## config.mk

```make
export PLATFORM = sky130hd
export DESIGN_NAME = rme_regbank
export DESIGN_NICKNAME = d
export VERILOG_FILES = /design/src/inc/rme_pkg.sv /design/src/hw/rme_sync.sv /design/src/hw/rme_lane_gate.sv /design/src/hw/rme_regbank.sv
export SDC_FILE = /design/constraint.sdc
export NUM_CORES = 1
export LEC_CHECK = 0
export ABC_AREA = 1
export BUFFER_PORTS_ARGS = -buffer_cell sky130_fd_sc_hd__buf_2
export CAP_MARGIN = 30
export CORE_ASPECT_RATIO = 0.7
export CORE_MARGIN = 5
export CORE_UTILIZATION = 35
export CTS_CLUSTER_DIAMETER = 150
export DETAILED_ROUTE_END_ITERATION = 7
export PLACE_DENSITY = 0.51
export SETUP_SLACK_MARGIN = 0.05
export SYNTH_ARGS = -nofsm -noshare
export SYNTH_HDL_FRONTEND = slang
export SYNTH_SLANG_ARGS = --single-unit
```

## constraint.sdc

```tcl
create_clock -name core_clk -period 2.13 [get_ports core_clk]
set_clock_uncertainty 0.05 [all_clocks]
set_input_delay 0.5325 -clock core_clk [delete_from_list [all_inputs] [get_ports core_clk]]
set_output_delay 0.5325 -clock core_clk [all_outputs]
set_load 0.05 [all_outputs]
```

## src/inc/rme_pkg.sv

```systemverilog
// rme_pkg: offsets, field positions, reset values and codes shared by
// the mode and equalizer register bank and its helper modules.
// assumes: compiled before every file under hw/.
package rme_pkg;
  // register sub-addresses
  localparam logic [7:0] RME_GEN_OFS = 8'h0A;
  localparam logic [7:0] RME_EQ01_OFS = 8'h10;
  localparam logic [7:0] RME_EQ23_OFS = 8'h11;
  localparam logic [7:0] RME_SNOOP_OFS = 8'h12;
  localparam logic [7:0] RME_FIRST_OFS = 8'h00;
  // reset values
  localparam logic [7:0] RME_GEN_RST = 8'h01;
  localparam logic [7:0] RME_EQ_RST = 8'h00;
  localparam logic [7:0] RME_SNOOP_RST = 8'h00;
  // general register fields
  localparam int RME_GEN_BITS = 6;
  localparam int RME_SWAP_BIT = 5;
  localparam int RME_EQOVR_BIT = 4;
  localparam int RME_HPFORCE_BIT = 3;
  localparam int RME_FLIP_BIT = 2;
  localparam int RME_CFG1_BIT = 1;
  // snooped state register fields
  localparam int RME_PWR_LSB = 5;
  localparam int RME_CNT_LSB = 0;
  // lane configuration codes
  localparam logic [1:0] RME_CFG_OFF = 2'h0;
  localparam logic [1:0] RME_CFG_USB = 2'h1;
  localparam logic [1:0] RME_CFG_DP4 = 2'h2;
  localparam logic [1:0] RME_CFG_DP2USB = 2'h3;
  // snooped link addresses and values
  localparam logic [19:0] RME_AUX_PWR_ADDR = 20'h00600;
  localparam logic [19:0] RME_AUX_CNT_ADDR = 20'h00101;
  localparam logic [1:0] RME_PWR_ON = 2'h1;
  localparam logic [4:0] RME_LC_1 = 5'h01;
  localparam logic [4:0] RME_LC_2 = 5'h02;
  localparam logic [4:0] RME_LC_4 = 5'h04;
  // serial target defaults
  localparam logic [6:0] RME_DEV_ADDR_DEF = 7'h44;
  localparam logic [3:0] RME_BITS_BYTE = 4'h8;
  localparam logic [3:0] RME_BITS_LAST = 4'h7;
  // serial engine states and byte kinds
  typedef enum logic [2:0] {
    RME_IDLE, RME_RX, RME_ACK, RME_TX, RME_TACK
  } rme_i2c_e;
  typedef enum logic [1:0] {RME_K_ADDR, RME_K_SUB, RME_K_DATA} rme_kind_e;
  // strap level to equalizer code
  function automatic logic [3:0] rme_strap_eq(input logic [1:0] s);
    return {s, 2'h0};
  endfunction
endpackage

```

## src/hw/rme_sync.sv

```systemverilog
// rme_sync: two flip-flop synchroniser for a bundle of pin levels.
// assumes: each bit is an independent level; no bus coherence needed.
module rme_sync #(
  parameter int W = 1
) (
  // clock and reset
  input wire logic core_clk,
  input wire logic resetn,
  // pins and synchronised levels
  input wire logic [W-1:0] async_in,
  output logic [W-1:0] sync_out
);
  typedef struct packed {
    logic [W-1:0] s1;
    logic [W-1:0] s2;
  } rme_sync_s;
  rme_sync_s q, d;

  // first stage feeds only the second stage
  always_comb begin
    d = q;
    d.s1 = async_in;
    d.s2 = q.s1;
  end

  always_ff @(posedge core_clk or negedge resetn) begin
    if (!resetn) begin
      q <= '0;
    end else begin
      q <= d;
    end
  end

  assign sync_out = q.s2;
endmodule // rme_sync

```

## src/hw/rme_lane_gate.sv

```systemverilog
// rme_lane_gate: decodes lane configuration and snooped link state into
// per-lane display enables and the usb link enable.
// assumes: inputs come from flops on core_clk; caller registers outputs.
module rme_lane_gate
  import rme_pkg::*;
(
  // configuration
  input wire logic [1:0] lane_cfg,
  input wire logic snoop_disable,
  input wire logic [3:0] dp_lane_off,
  // snooped state
  input wire logic [1:0] snoop_pwr,
  input wire logic [4:0] snoop_cnt,
  // decoded enables
  output logic [3:0] dp_en,
  output logic usb_en
);
  logic [3:0] allow;
  logic [3:0] snooped;

  // configuration bounds the lanes; snoop or lane-off bits pick within
  always_comb begin
    unique case (lane_cfg)
      RME_CFG_DP4: allow = 4'hF;
      RME_CFG_DP2USB: allow = 4'h3;
      default: allow = 4'h0;
    endcase
    usb_en = (lane_cfg == RME_CFG_USB) || (lane_cfg == RME_CFG_DP2USB);
    snooped = 4'h0;
    if (snoop_pwr == RME_PWR_ON) begin
      if (snoop_cnt == RME_LC_1) snooped = 4'h1;
      else if (snoop_cnt == RME_LC_2) snooped = 4'h3;
      else if (snoop_cnt == RME_LC_4) snooped = 4'hF;
    end
    dp_en = allow & (snoop_disable ? ~dp_lane_off : snooped);
  end
endmodule // rme_lane_gate

```

## src/hw/rme_regbank.sv

```systemverilog
// rme_regbank: mode and equalizer register bank of the redriving switch,
// reached over a two-wire serial target with byte sub-addressing.
// assumes: scl/sda and hotplug/strap pins are asynchronous; snoop
// strobes, lane-off bits and snoop-disable come from core_clk logic.
//
// What this block does
// general register 0x0A, reset 01, top reserved
// lane configuration code decodes usb and display lanes
// swap bit exchanges the two hotplug pin locations
// override bit picks registers over equalizer straps
// force bit drives internal hotplug high
// read/write orientation flip select at bit 2
// register 0x10 holds lane 1 and 0 equalizers
// register 0x11 holds lane 3 and 2 equalizers
// straps update equalizers unless software override set
// capture power-state snoop into 0x12 bits 6:5
// snooped power state gates display lanes when enabled
// capture lane-count snoop into 0x12 bits 4:0
// snoop disabled: lanes follow lane-off bits
// config bit1 falling clears both snooped fields
// register 0x12 resets zero, writes ignored
// snooping enabled while snoop-disable bit is zero
// sub-address first; bare read starts at 00h
// only writable fields take written data
module rme_regbank
  import rme_pkg::*;
#(
  parameter logic [6:0] DEV_ADDR = RME_DEV_ADDR_DEF
) (
  // clock and reset
  input wire logic core_clk,
  input wire logic resetn,
  // serial register port
  input wire logic scl_pin,
  input wire logic sda_pin_in,
  output logic sda_pin_out,
  output logic sda_pin_oe,
  // hotplug and strap pins
  input wire logic hotplug_input_pin,
  input wire logic hotplug_alt_pin,
  input wire logic [1:0] dp_equalizer_straps,
  // link write snoop
  input wire logic aux_wr_valid,
  input wire logic [19:0] aux_wr_addr,
  input wire logic [7:0] aux_wr_data,
  // lane control from the neighbouring register
  input wire logic [3:0] dp_lane_off,
  input wire logic aux_snoop_disable,
  // mode outputs
  output logic [1:0] lane_configuration_select,
  output logic orientation_flip_select,
  output logic hotplug_pin_swap,
  output logic hotplug_force_high,
  output logic hotplug_internal,
  output logic equalizer_register_override,
  // equalizer outputs
  output logic [3:0] dp_lane0_equalizer,
  output logic [3:0] dp_lane1_equalizer,
  output logic [3:0] dp_lane2_equalizer,
  output logic [3:0] dp_lane3_equalizer,
  // lane enables
  output logic [3:0] dp_lane_en,
  output logic usb_link_en
);
  typedef struct packed {
    // serial engine
    rme_i2c_e st;
    rme_kind_e kind;
    logic rw;
    logic [3:0] bits;
    logic [7:0] sh;
    logic [7:0] tx;
    logic [7:0] ptr;
    logic sub_set;
    logic oe;
    logic mack;
    logic scl_prev;
    logic sda_prev;
    // registers
    logic [RME_GEN_BITS-1:0] gen;
    logic [7:0] eq01;
    logic [7:0] eq23;
    logic [1:0] pwr;
    logic [4:0] cnt;
    // registered outputs
    logic hp_int;
    logic [3:0] dp_en;
    logic usb_en;
  } rme_state_s;

  rme_state_s q, d;
  logic [5:0] pins_sync;
  logic s_scl, s_sda, s_hpa, s_hpb;
  logic [1:0] s_strap;
  logic scl_rise, scl_fall, start_cond, stop_cond;
  logic [7:0] rd_byte;
  logic wr_en;
  logic pwr_hit, cnt_hit;
  logic [3:0] strap_eq;
  logic [3:0] gate_en;
  logic gate_usb;

  // every pin passes two flops before any logic reads it
  rme_sync #(.W(6)) u_sync (
    .core_clk(core_clk),
    .resetn(resetn),
    .async_in({scl_pin, sda_pin_in, hotplug_input_pin, hotplug_alt_pin,
               dp_equalizer_straps}),
    .sync_out(pins_sync)
  );
  assign {s_scl, s_sda, s_hpa, s_hpb, s_strap} = pins_sync;

  // bus edges and framing conditions from the synchronised levels
  assign scl_rise = s_scl & ~q.scl_prev;
  assign scl_fall = ~s_scl & q.scl_prev;
  assign start_cond = s_scl & q.scl_prev & q.sda_prev & ~s_sda;
  assign stop_cond = s_scl & q.scl_prev & ~q.sda_prev & s_sda;

  // snoop address decode
  assign pwr_hit = aux_wr_valid && (aux_wr_addr == RME_AUX_PWR_ADDR);
  assign cnt_hit = aux_wr_valid && (aux_wr_addr == RME_AUX_CNT_ADDR);
  assign strap_eq = rme_strap_eq(s_strap);

  // read data; unmapped offsets and reserved bits read zero
  always_comb begin
    unique case (q.ptr)
      RME_GEN_OFS: rd_byte = {2'h0, q.gen};
      RME_EQ01_OFS: rd_byte = q.eq01;
      RME_EQ23_OFS: rd_byte = q.eq23;
      RME_SNOOP_OFS: rd_byte = {1'b0, q.pwr, q.cnt};
      default: rd_byte = 8'h00;
    endcase
  end

  // lane enables from configuration and snooped state
  rme_lane_gate u_gate (
    .lane_cfg(q.gen[1:0]),
    .snoop_disable(aux_snoop_disable),
    .dp_lane_off(dp_lane_off),
    .snoop_pwr(q.pwr),
    .snoop_cnt(q.cnt),
    .dp_en(gate_en),
    .usb_en(gate_usb)
  );

  // next state: serial engine, register updates, output flops
  always_comb begin
    d = q;
    wr_en = 1'b0;
    d.scl_prev = s_scl;
    d.sda_prev = s_sda;
    // a stop ends any transfer; a start restarts even mid-byte
    if (stop_cond) begin
      d.st = RME_IDLE;
      d.oe = 1'b0;
      if (q.rw) d.sub_set = 1'b0; // next bare read starts at 00h
    end else if (start_cond) begin
      d.st = RME_RX;
      d.kind = RME_K_ADDR;
      d.bits = 4'h0;
      d.oe = 1'b0;
    end else begin
      unique case (q.st)
        RME_IDLE: begin
        end
        RME_RX: begin
          if (scl_rise) begin
            d.sh = {q.sh[6:0], s_sda};
            d.bits = q.bits + 4'h1;
          end else if (scl_fall && q.bits == RME_BITS_BYTE) begin
            unique case (q.kind)
              RME_K_ADDR: begin
                if (q.sh[7:1] == DEV_ADDR) begin
                  d.rw = q.sh[0];
                  d.oe = 1'b1;
                  d.st = RME_ACK;
                  // read without a prior sub-address begins at 00h
                  if (q.sh[0] && !q.sub_set) d.ptr = RME_FIRST_OFS;
                end else begin
                  d.st = RME_IDLE;
                end
              end
              RME_K_SUB: begin
                d.ptr = q.sh; // first byte after address is sub-address
                d.sub_set = 1'b1;
                d.oe = 1'b1;
                d.st = RME_ACK;
              end
              default: begin
                wr_en = 1'b1;
                d.ptr = q.ptr + 8'h01;
                d.oe = 1'b1;
                d.st = RME_ACK;
              end
            endcase
          end
        end
        RME_ACK: begin
          if (scl_fall) begin
            d.bits = 4'h0;
            if (q.rw) begin
              d.tx = rd_byte;
              d.ptr = q.ptr + 8'h01;
              d.oe = ~rd_byte[7];
              d.st = RME_TX;
            end else begin
              d.oe = 1'b0;
              d.st = RME_RX;
              d.kind = (q.kind == RME_K_ADDR) ? RME_K_SUB : RME_K_DATA;
            end
          end
        end
        RME_TX: begin
          // msb first; each falling edge presents the next bit
          if (scl_fall) begin
            if (q.bits == RME_BITS_LAST) begin
              d.oe = 1'b0;
              d.st = RME_TACK;
            end else begin
              d.tx = {q.tx[6:0], 1'b1};
              d.oe = ~q.tx[6];
              d.bits = q.bits + 4'h1;
            end
          end
        end
        RME_TACK: begin
          if (scl_rise) begin
            d.mack = ~s_sda;
          end else if (scl_fall) begin
            d.bits = 4'h0;
            if (q.mack) begin
              d.tx = rd_byte; // successive registers byte by byte
              d.ptr = q.ptr + 8'h01;
              d.oe = ~rd_byte[7];
              d.st = RME_TX;
            end else begin
              d.st = RME_IDLE;
            end
          end
        end
      endcase
    end

    // general register: reserved top bits never stored
    if (wr_en && q.ptr == RME_GEN_OFS) begin
      d.gen = q.sh[RME_GEN_BITS-1:0];
    end

    // equalizers follow straps until software takes over
    if (q.gen[RME_EQOVR_BIT]) begin
      if (wr_en && q.ptr == RME_EQ01_OFS) d.eq01 = q.sh;
      if (wr_en && q.ptr == RME_EQ23_OFS) d.eq23 = q.sh;
    end else begin
      d.eq01 = {strap_eq, strap_eq};
      d.eq23 = {strap_eq, strap_eq};
    end

    // config bit1 falling clears snoop; a same-cycle capture wins
    if (q.gen[RME_CFG1_BIT] && !d.gen[RME_CFG1_BIT]) begin
      d.pwr = 2'h0;
      d.cnt = 5'h00;
    end
    // snoop captures; bus writes to 0x12 never reach these
    if (pwr_hit) d.pwr = aux_wr_data[1:0];
    if (cnt_hit) d.cnt = aux_wr_data[4:0];

    // hotplug: force beats swap, swap picks the alternate pin
    d.hp_int = q.gen[RME_HPFORCE_BIT] |
               (q.gen[RME_SWAP_BIT] ? s_hpb : s_hpa);
    // snoop enabled by a zero disable bit
    d.dp_en = gate_en;
    d.usb_en = gate_usb;
  end

  always_ff @(posedge core_clk or negedge resetn) begin
    if (!resetn) begin
      q <= '0;
      q.scl_prev <= 1'b1;
      q.sda_prev <= 1'b1;
      q.gen <= RME_GEN_RST[RME_GEN_BITS-1:0];
      q.eq01 <= RME_EQ_RST;
      q.eq23 <= RME_EQ_RST;
      q.pwr <= RME_SNOOP_RST[6:5];
      q.cnt <= RME_SNOOP_RST[4:0];
    end else begin
      q <= d;
    end
  end

  // outputs straight from flops; open-drain data only ever pulls low
  assign sda_pin_out = 1'b0;
  assign sda_pin_oe = q.oe;
  assign lane_configuration_select = q.gen[1:0];
  assign orientation_flip_select = q.gen[RME_FLIP_BIT];
  assign hotplug_pin_swap = q.gen[RME_SWAP_BIT];
  assign hotplug_force_high = q.gen[RME_HPFORCE_BIT];
  assign hotplug_internal = q.hp_int;
  assign equalizer_register_override = q.gen[RME_EQOVR_BIT];
  assign dp_lane0_equalizer = q.eq01[3:0];
  assign dp_lane1_equalizer = q.eq01[7:4];
  assign dp_lane2_equalizer = q.eq23[3:0];
  assign dp_lane3_equalizer = q.eq23[7:4];
  assign dp_lane_en = q.dp_en;
  assign usb_link_en = q.usb_en;
endmodule // rme_regbank

```

==> load_flow_metrics.sql <==
INSERT INTO impl_metrics (metric_group, metric, value, unit) VALUES
('outcome', 'status', 'completed', ''),
('power_and_ir_drop', 'power_switching', '1.04', 'mW'),
('timing', 'finalSetupViolCount', '0', ''),
('worst_setup_path', 'worst_path_largest_cell_delay', '430', 'ps'),
('timing', 'totalNegativeSetupSlack', '0', 'ps'),
('synth', 'library_cells_used_by_synthesis', '34', ''),
('synth', 'synth_cells', '633', ''),
('timing', 'achievable-frequency', '524', 'MHz'),
('cts', 'clock_tree.buffer_depth', '2', ''),
('route', 'route.detailed.drc', '0', ''),
('global_route', 'antenna_found_initial', '0', ''),
('cts', 'holdBufCountCts', '0', ''),
('floorplan', 'top_level_i_o_count', '72', ''),
('timing', 'slew_violations', '0', ''),
('synth', 'ys_seq_area_frac', '0.449', ''),
('floorplan', 'die_height', '107', 'um'),
('cts', 'clk_latency', '340', 'ps'),
('power_and_ir_drop', 'p_int', '2.73', 'mW'),
('synth', 'syn_avg_cell_area', '7.50', 'um2'),
('global_route', 'grt_use_total', '0.165', ''),
('hold_path', 'hold_path_class', 'in -> async', ''),
('worst_setup_path', 'worst-path-max-fanout', '10', ''),
('worst_setup_path', 'critical_path.cell_chain', 'inv_1 -> ha_1 -> inv_1 -> nor2_1 -> nand2_1 -> o21ai_4 -> inv_2 -> nand2_1 -> o21ai_1', ''),
('finish', 'layout-area-overhead-vs-synth', '16.5', '%'),
('worst_setup_path', 'timing.critical_path.to_type', 'flip-flop', ''),
('synth', 'synth-async-reset-ratio', '1.00', ''),
('route', 'initialDrtViolationCount', '291', ''),
('timing', 'layout_worst_path_cycle_share', '0.897', ''),
('timing', 'number_of_endpoints_with_negative_hold_slack_in_the_final_report', '0', ''),
('worst_setup_path', 'worst_r2r_path_depth', '9', ''),
('floorplan', 'core_region_area', '13200', 'um2'),
('floorplan', 'chipWidth', '149', 'um'),
('route', 'totalWireLength', '12500', 'um'),
('synth', 'synth.net_count', '681', ''),
('timing', 'fin_ws', '220', 'ps'),
('cts', 'cts_inserted_buffers', '9', ''),
('synth', 'postSynth.topFlopCell', 'sky130_fd_sc_hd__dfrtp_1', ''),
('cts', 'cts.clk_slew.worst_paths', '70', 'ps'),
('route', 'via_count', '4266', ''),
('power_and_ir_drop', 'leakage', '2.77', 'nW'),
('global_route', 'grt_pass1_wl', '21000', 'um'),
('floorplan', 'initial_standard_cell_utilization_of_the_core', '0.359', ''),
('timing', 'layout_min_cycle_time', '1910', 'ps'),
('global_route', 'grt_start_max_net_pins', '32', ''),
('worst_setup_path', 'timing.critical_path.from', 'q[41]', ''),
('power_and_ir_drop', 'power_per_cell_area', '683', 'nW/um2'),
('finish', 'layout.cells.most_common', 'sky130_fd_sc_hd__nand2_1', ''),
('cts', 'cts_resized', '0', ''),
('cts', 'postCtsSetupBuffers', '0', ''),
('global_route', 'grt-ovfl-total', '0', ''),
('power_and_ir_drop', 'power_frac_seq', '0.456', ''),
('worst_setup_path', 'cp_data_arrival_time', '2090', 'ps'),
('power_and_ir_drop', 'vdd_ir_drop_max', '0.000379', 'V'),
('finish', 'drive_gt1_frac', '0.183', ''),
('route', 'drtPass1Iterations', '5', ''),
('placement', 'gp_congestion', '0.873', ''),
('synth', 'number_of_flops_mapped_to_enable_cells_by_yosys', '0', ''),
('global_route', 'first_global_vias', '4063', ''),
('finish', 'final_cell_mix', '169 x sky130_fd_sc_hd__nand2_1, 82 x sky130_fd_sc_hd__dfrtp_1, 69 x sky130_fd_sc_hd__nand3_1', ''),
('floorplan', 'fp-row-count', '35', ''),
('route', 'routed_via_density', '4.83', ''),
('power_and_ir_drop', 'power.switching_fraction', '0.275', ''),
('worst_setup_path', 'crit_slowest_cell', 'sky130_fd_sc_hd__dfrtp_1', ''),
('power_and_ir_drop', 'power.share.clock', '0.438', ''),
('flow_run', 'max_cap_viol_count', '0', ''),
('cts', 'cts-root-buf', 'sky130_fd_sc_hd__clkbuf_16', ''),
('worst_setup_path', 'worstSetupStartpointType', 'flip-flop', ''),
('power_and_ir_drop', 'pwr-share-comb', '0.106', ''),
('floorplan', 'die_area', '16000', 'um2'),
('worst_setup_path', 'worstPathRequired', '2310', 'ps'),
('synth', 'synth.ff_latch_count', '85', '');
## cells by family (layout without fill, tap and decap cells)
| group | count (synthesis) | after routing | share of synthesized area |
|---|---|---|---|
| AO/OA/AOI/OAI | 86 | 86 | 0.0981 |
| XOR/XNOR | 3 | 3 | 0.00554 |
| adder cells (fa/ha/maj) | 6 | 6 | 0.0158 |
| buffers and inverters | 105 | 171 | 0.103 |
| flip-flops | 85 | 85 | 0.449 |
| other | 1 | 1 | 0.000790 |
| AND/OR/NAND/NOR | 347 | 347 | 0.328 |
## synth_stat cells, types with 2 or more instances
cell                       instances  area (um2)
sky130_fd_sc_hd__nand2_1         169         634
sky130_fd_sc_hd__dfrtp_1          82        2050
sky130_fd_sc_hd__nand3_1          69         345
sky130_fd_sc_hd__nor2_1           68         255
sky130_fd_sc_hd__inv_1            66         248
sky130_fd_sc_hd__o21ai_0          51         255
sky130_fd_sc_hd__buf_4            23         173
sky130_fd_sc_hd__o21ai_1          15        75.1
sky130_fd_sc_hd__a21oi_1          13        65.1
sky130_fd_sc_hd__nand4_1          12        75.1
sky130_fd_sc_hd__inv_2            10        37.5
sky130_fd_sc_hd__ha_1              6        75.1
sky130_fd_sc_hd__nand3_2           5        50.1
sky130_fd_sc_hd__nor2_2            5        31.3
sky130_fd_sc_hd__nor4_1            5        31.3
sky130_fd_sc_hd__clkbuf_1          4        15.0
sky130_fd_sc_hd__nor2_4            4        45.0
sky130_fd_sc_hd__dfstp_2           3        78.8
sky130_fd_sc_hd__nor3_1            3        15.0
sky130_fd_sc_hd__o211ai_1          3        22.5
sky130_fd_sc_hd__xor2_1            3        26.3
sky130_fd_sc_hd__o21ai_4           2        32.5
## cell type report
class	instances	area (um2)
clock buffers	9	225
clock inverters	7	88.8
fillers	1370	7700
inverters	76	285
multi-input cells	443	2120
flip-flops and latches	85	2130
well taps	185	231
repair buffers	79	440
## state kept, by name, summed over array words and instances (netlist names)
name / count
dp_lane_en: 4
hotplug_internal: 1
orientation_flip_select: 1
u_sync.d: 6
equalizer_register_override: 1
dp_lane3_equalizer: 4
lane_configuration_select: 2
usb_link_en: 1
q: 44
dp_lane2_equalizer: 4
hotplug_pin_swap: 1
u_sync.sync_out: 6
hotplug_force_high: 1
dp_lane1_equalizer: 4
sda_pin_oe: 1
dp_lane0_equalizer: 4
## critical path, delay by kind of cell (launching register included)
kind,cells,cell delay [ps]
simple gates,3,570
compound gates,2,330
buf+inv,3,290
fa+ha+maj,1,140
flops,1,430
## layer usage
layer  vias up  track usage  part of all wire
met1      1979        0.261              0.53
met2       129        0.222              0.39
li1       2150            -                 -
met5         -            0                 0
met4         0       0.0366            0.0076
met3         8       0.0412             0.074
## path summary, 6_finish.rpt
path / endpoint / slack (ps)
max in group asynchronous: lane_configuration_select[0] / 1340
min in group core_clk: u_sync.d[2] / 240
max: dp_lane3_equalizer[1] / 220
min reg2reg: u_sync.sync_out[5] / 300
min: sda_pin_oe / 80
max reg2reg: dp_lane3_equalizer[1] / 220
## through the flow
step / std cells / instance area (um2) / hold WS (ps) / power (mW) / utilization
floorplan: 633 / 4740 / 187 / 1.99 / -
global placement: 868 / 5210 / 284 / 2.15 / 0.394
detailed placement: 868 / 5210 / 285 / 2.15 / 0.394
CTS: 884 / 5530 / 89.4 / 3.83 / 0.418
global route: 884 / 5530 / 101 / 3.95 / 0.418
finish: 884 / 5530 / 76.3 / 3.77 / 0.418
## power groups by stage
stage	clock [mW]	sequential [mW]	combinational, mW
2_1_floorplan	0	1.78	0.211
3_3_place_gp	0	1.75	0.402
3_5_place_dp	0	1.75	0.404
4_1_cts	1.70	1.72	0.406
5_1_grt	1.77	1.73	0.454
6_report	1.65	1.72	0.401
Power figures use the tool's default switching activity.
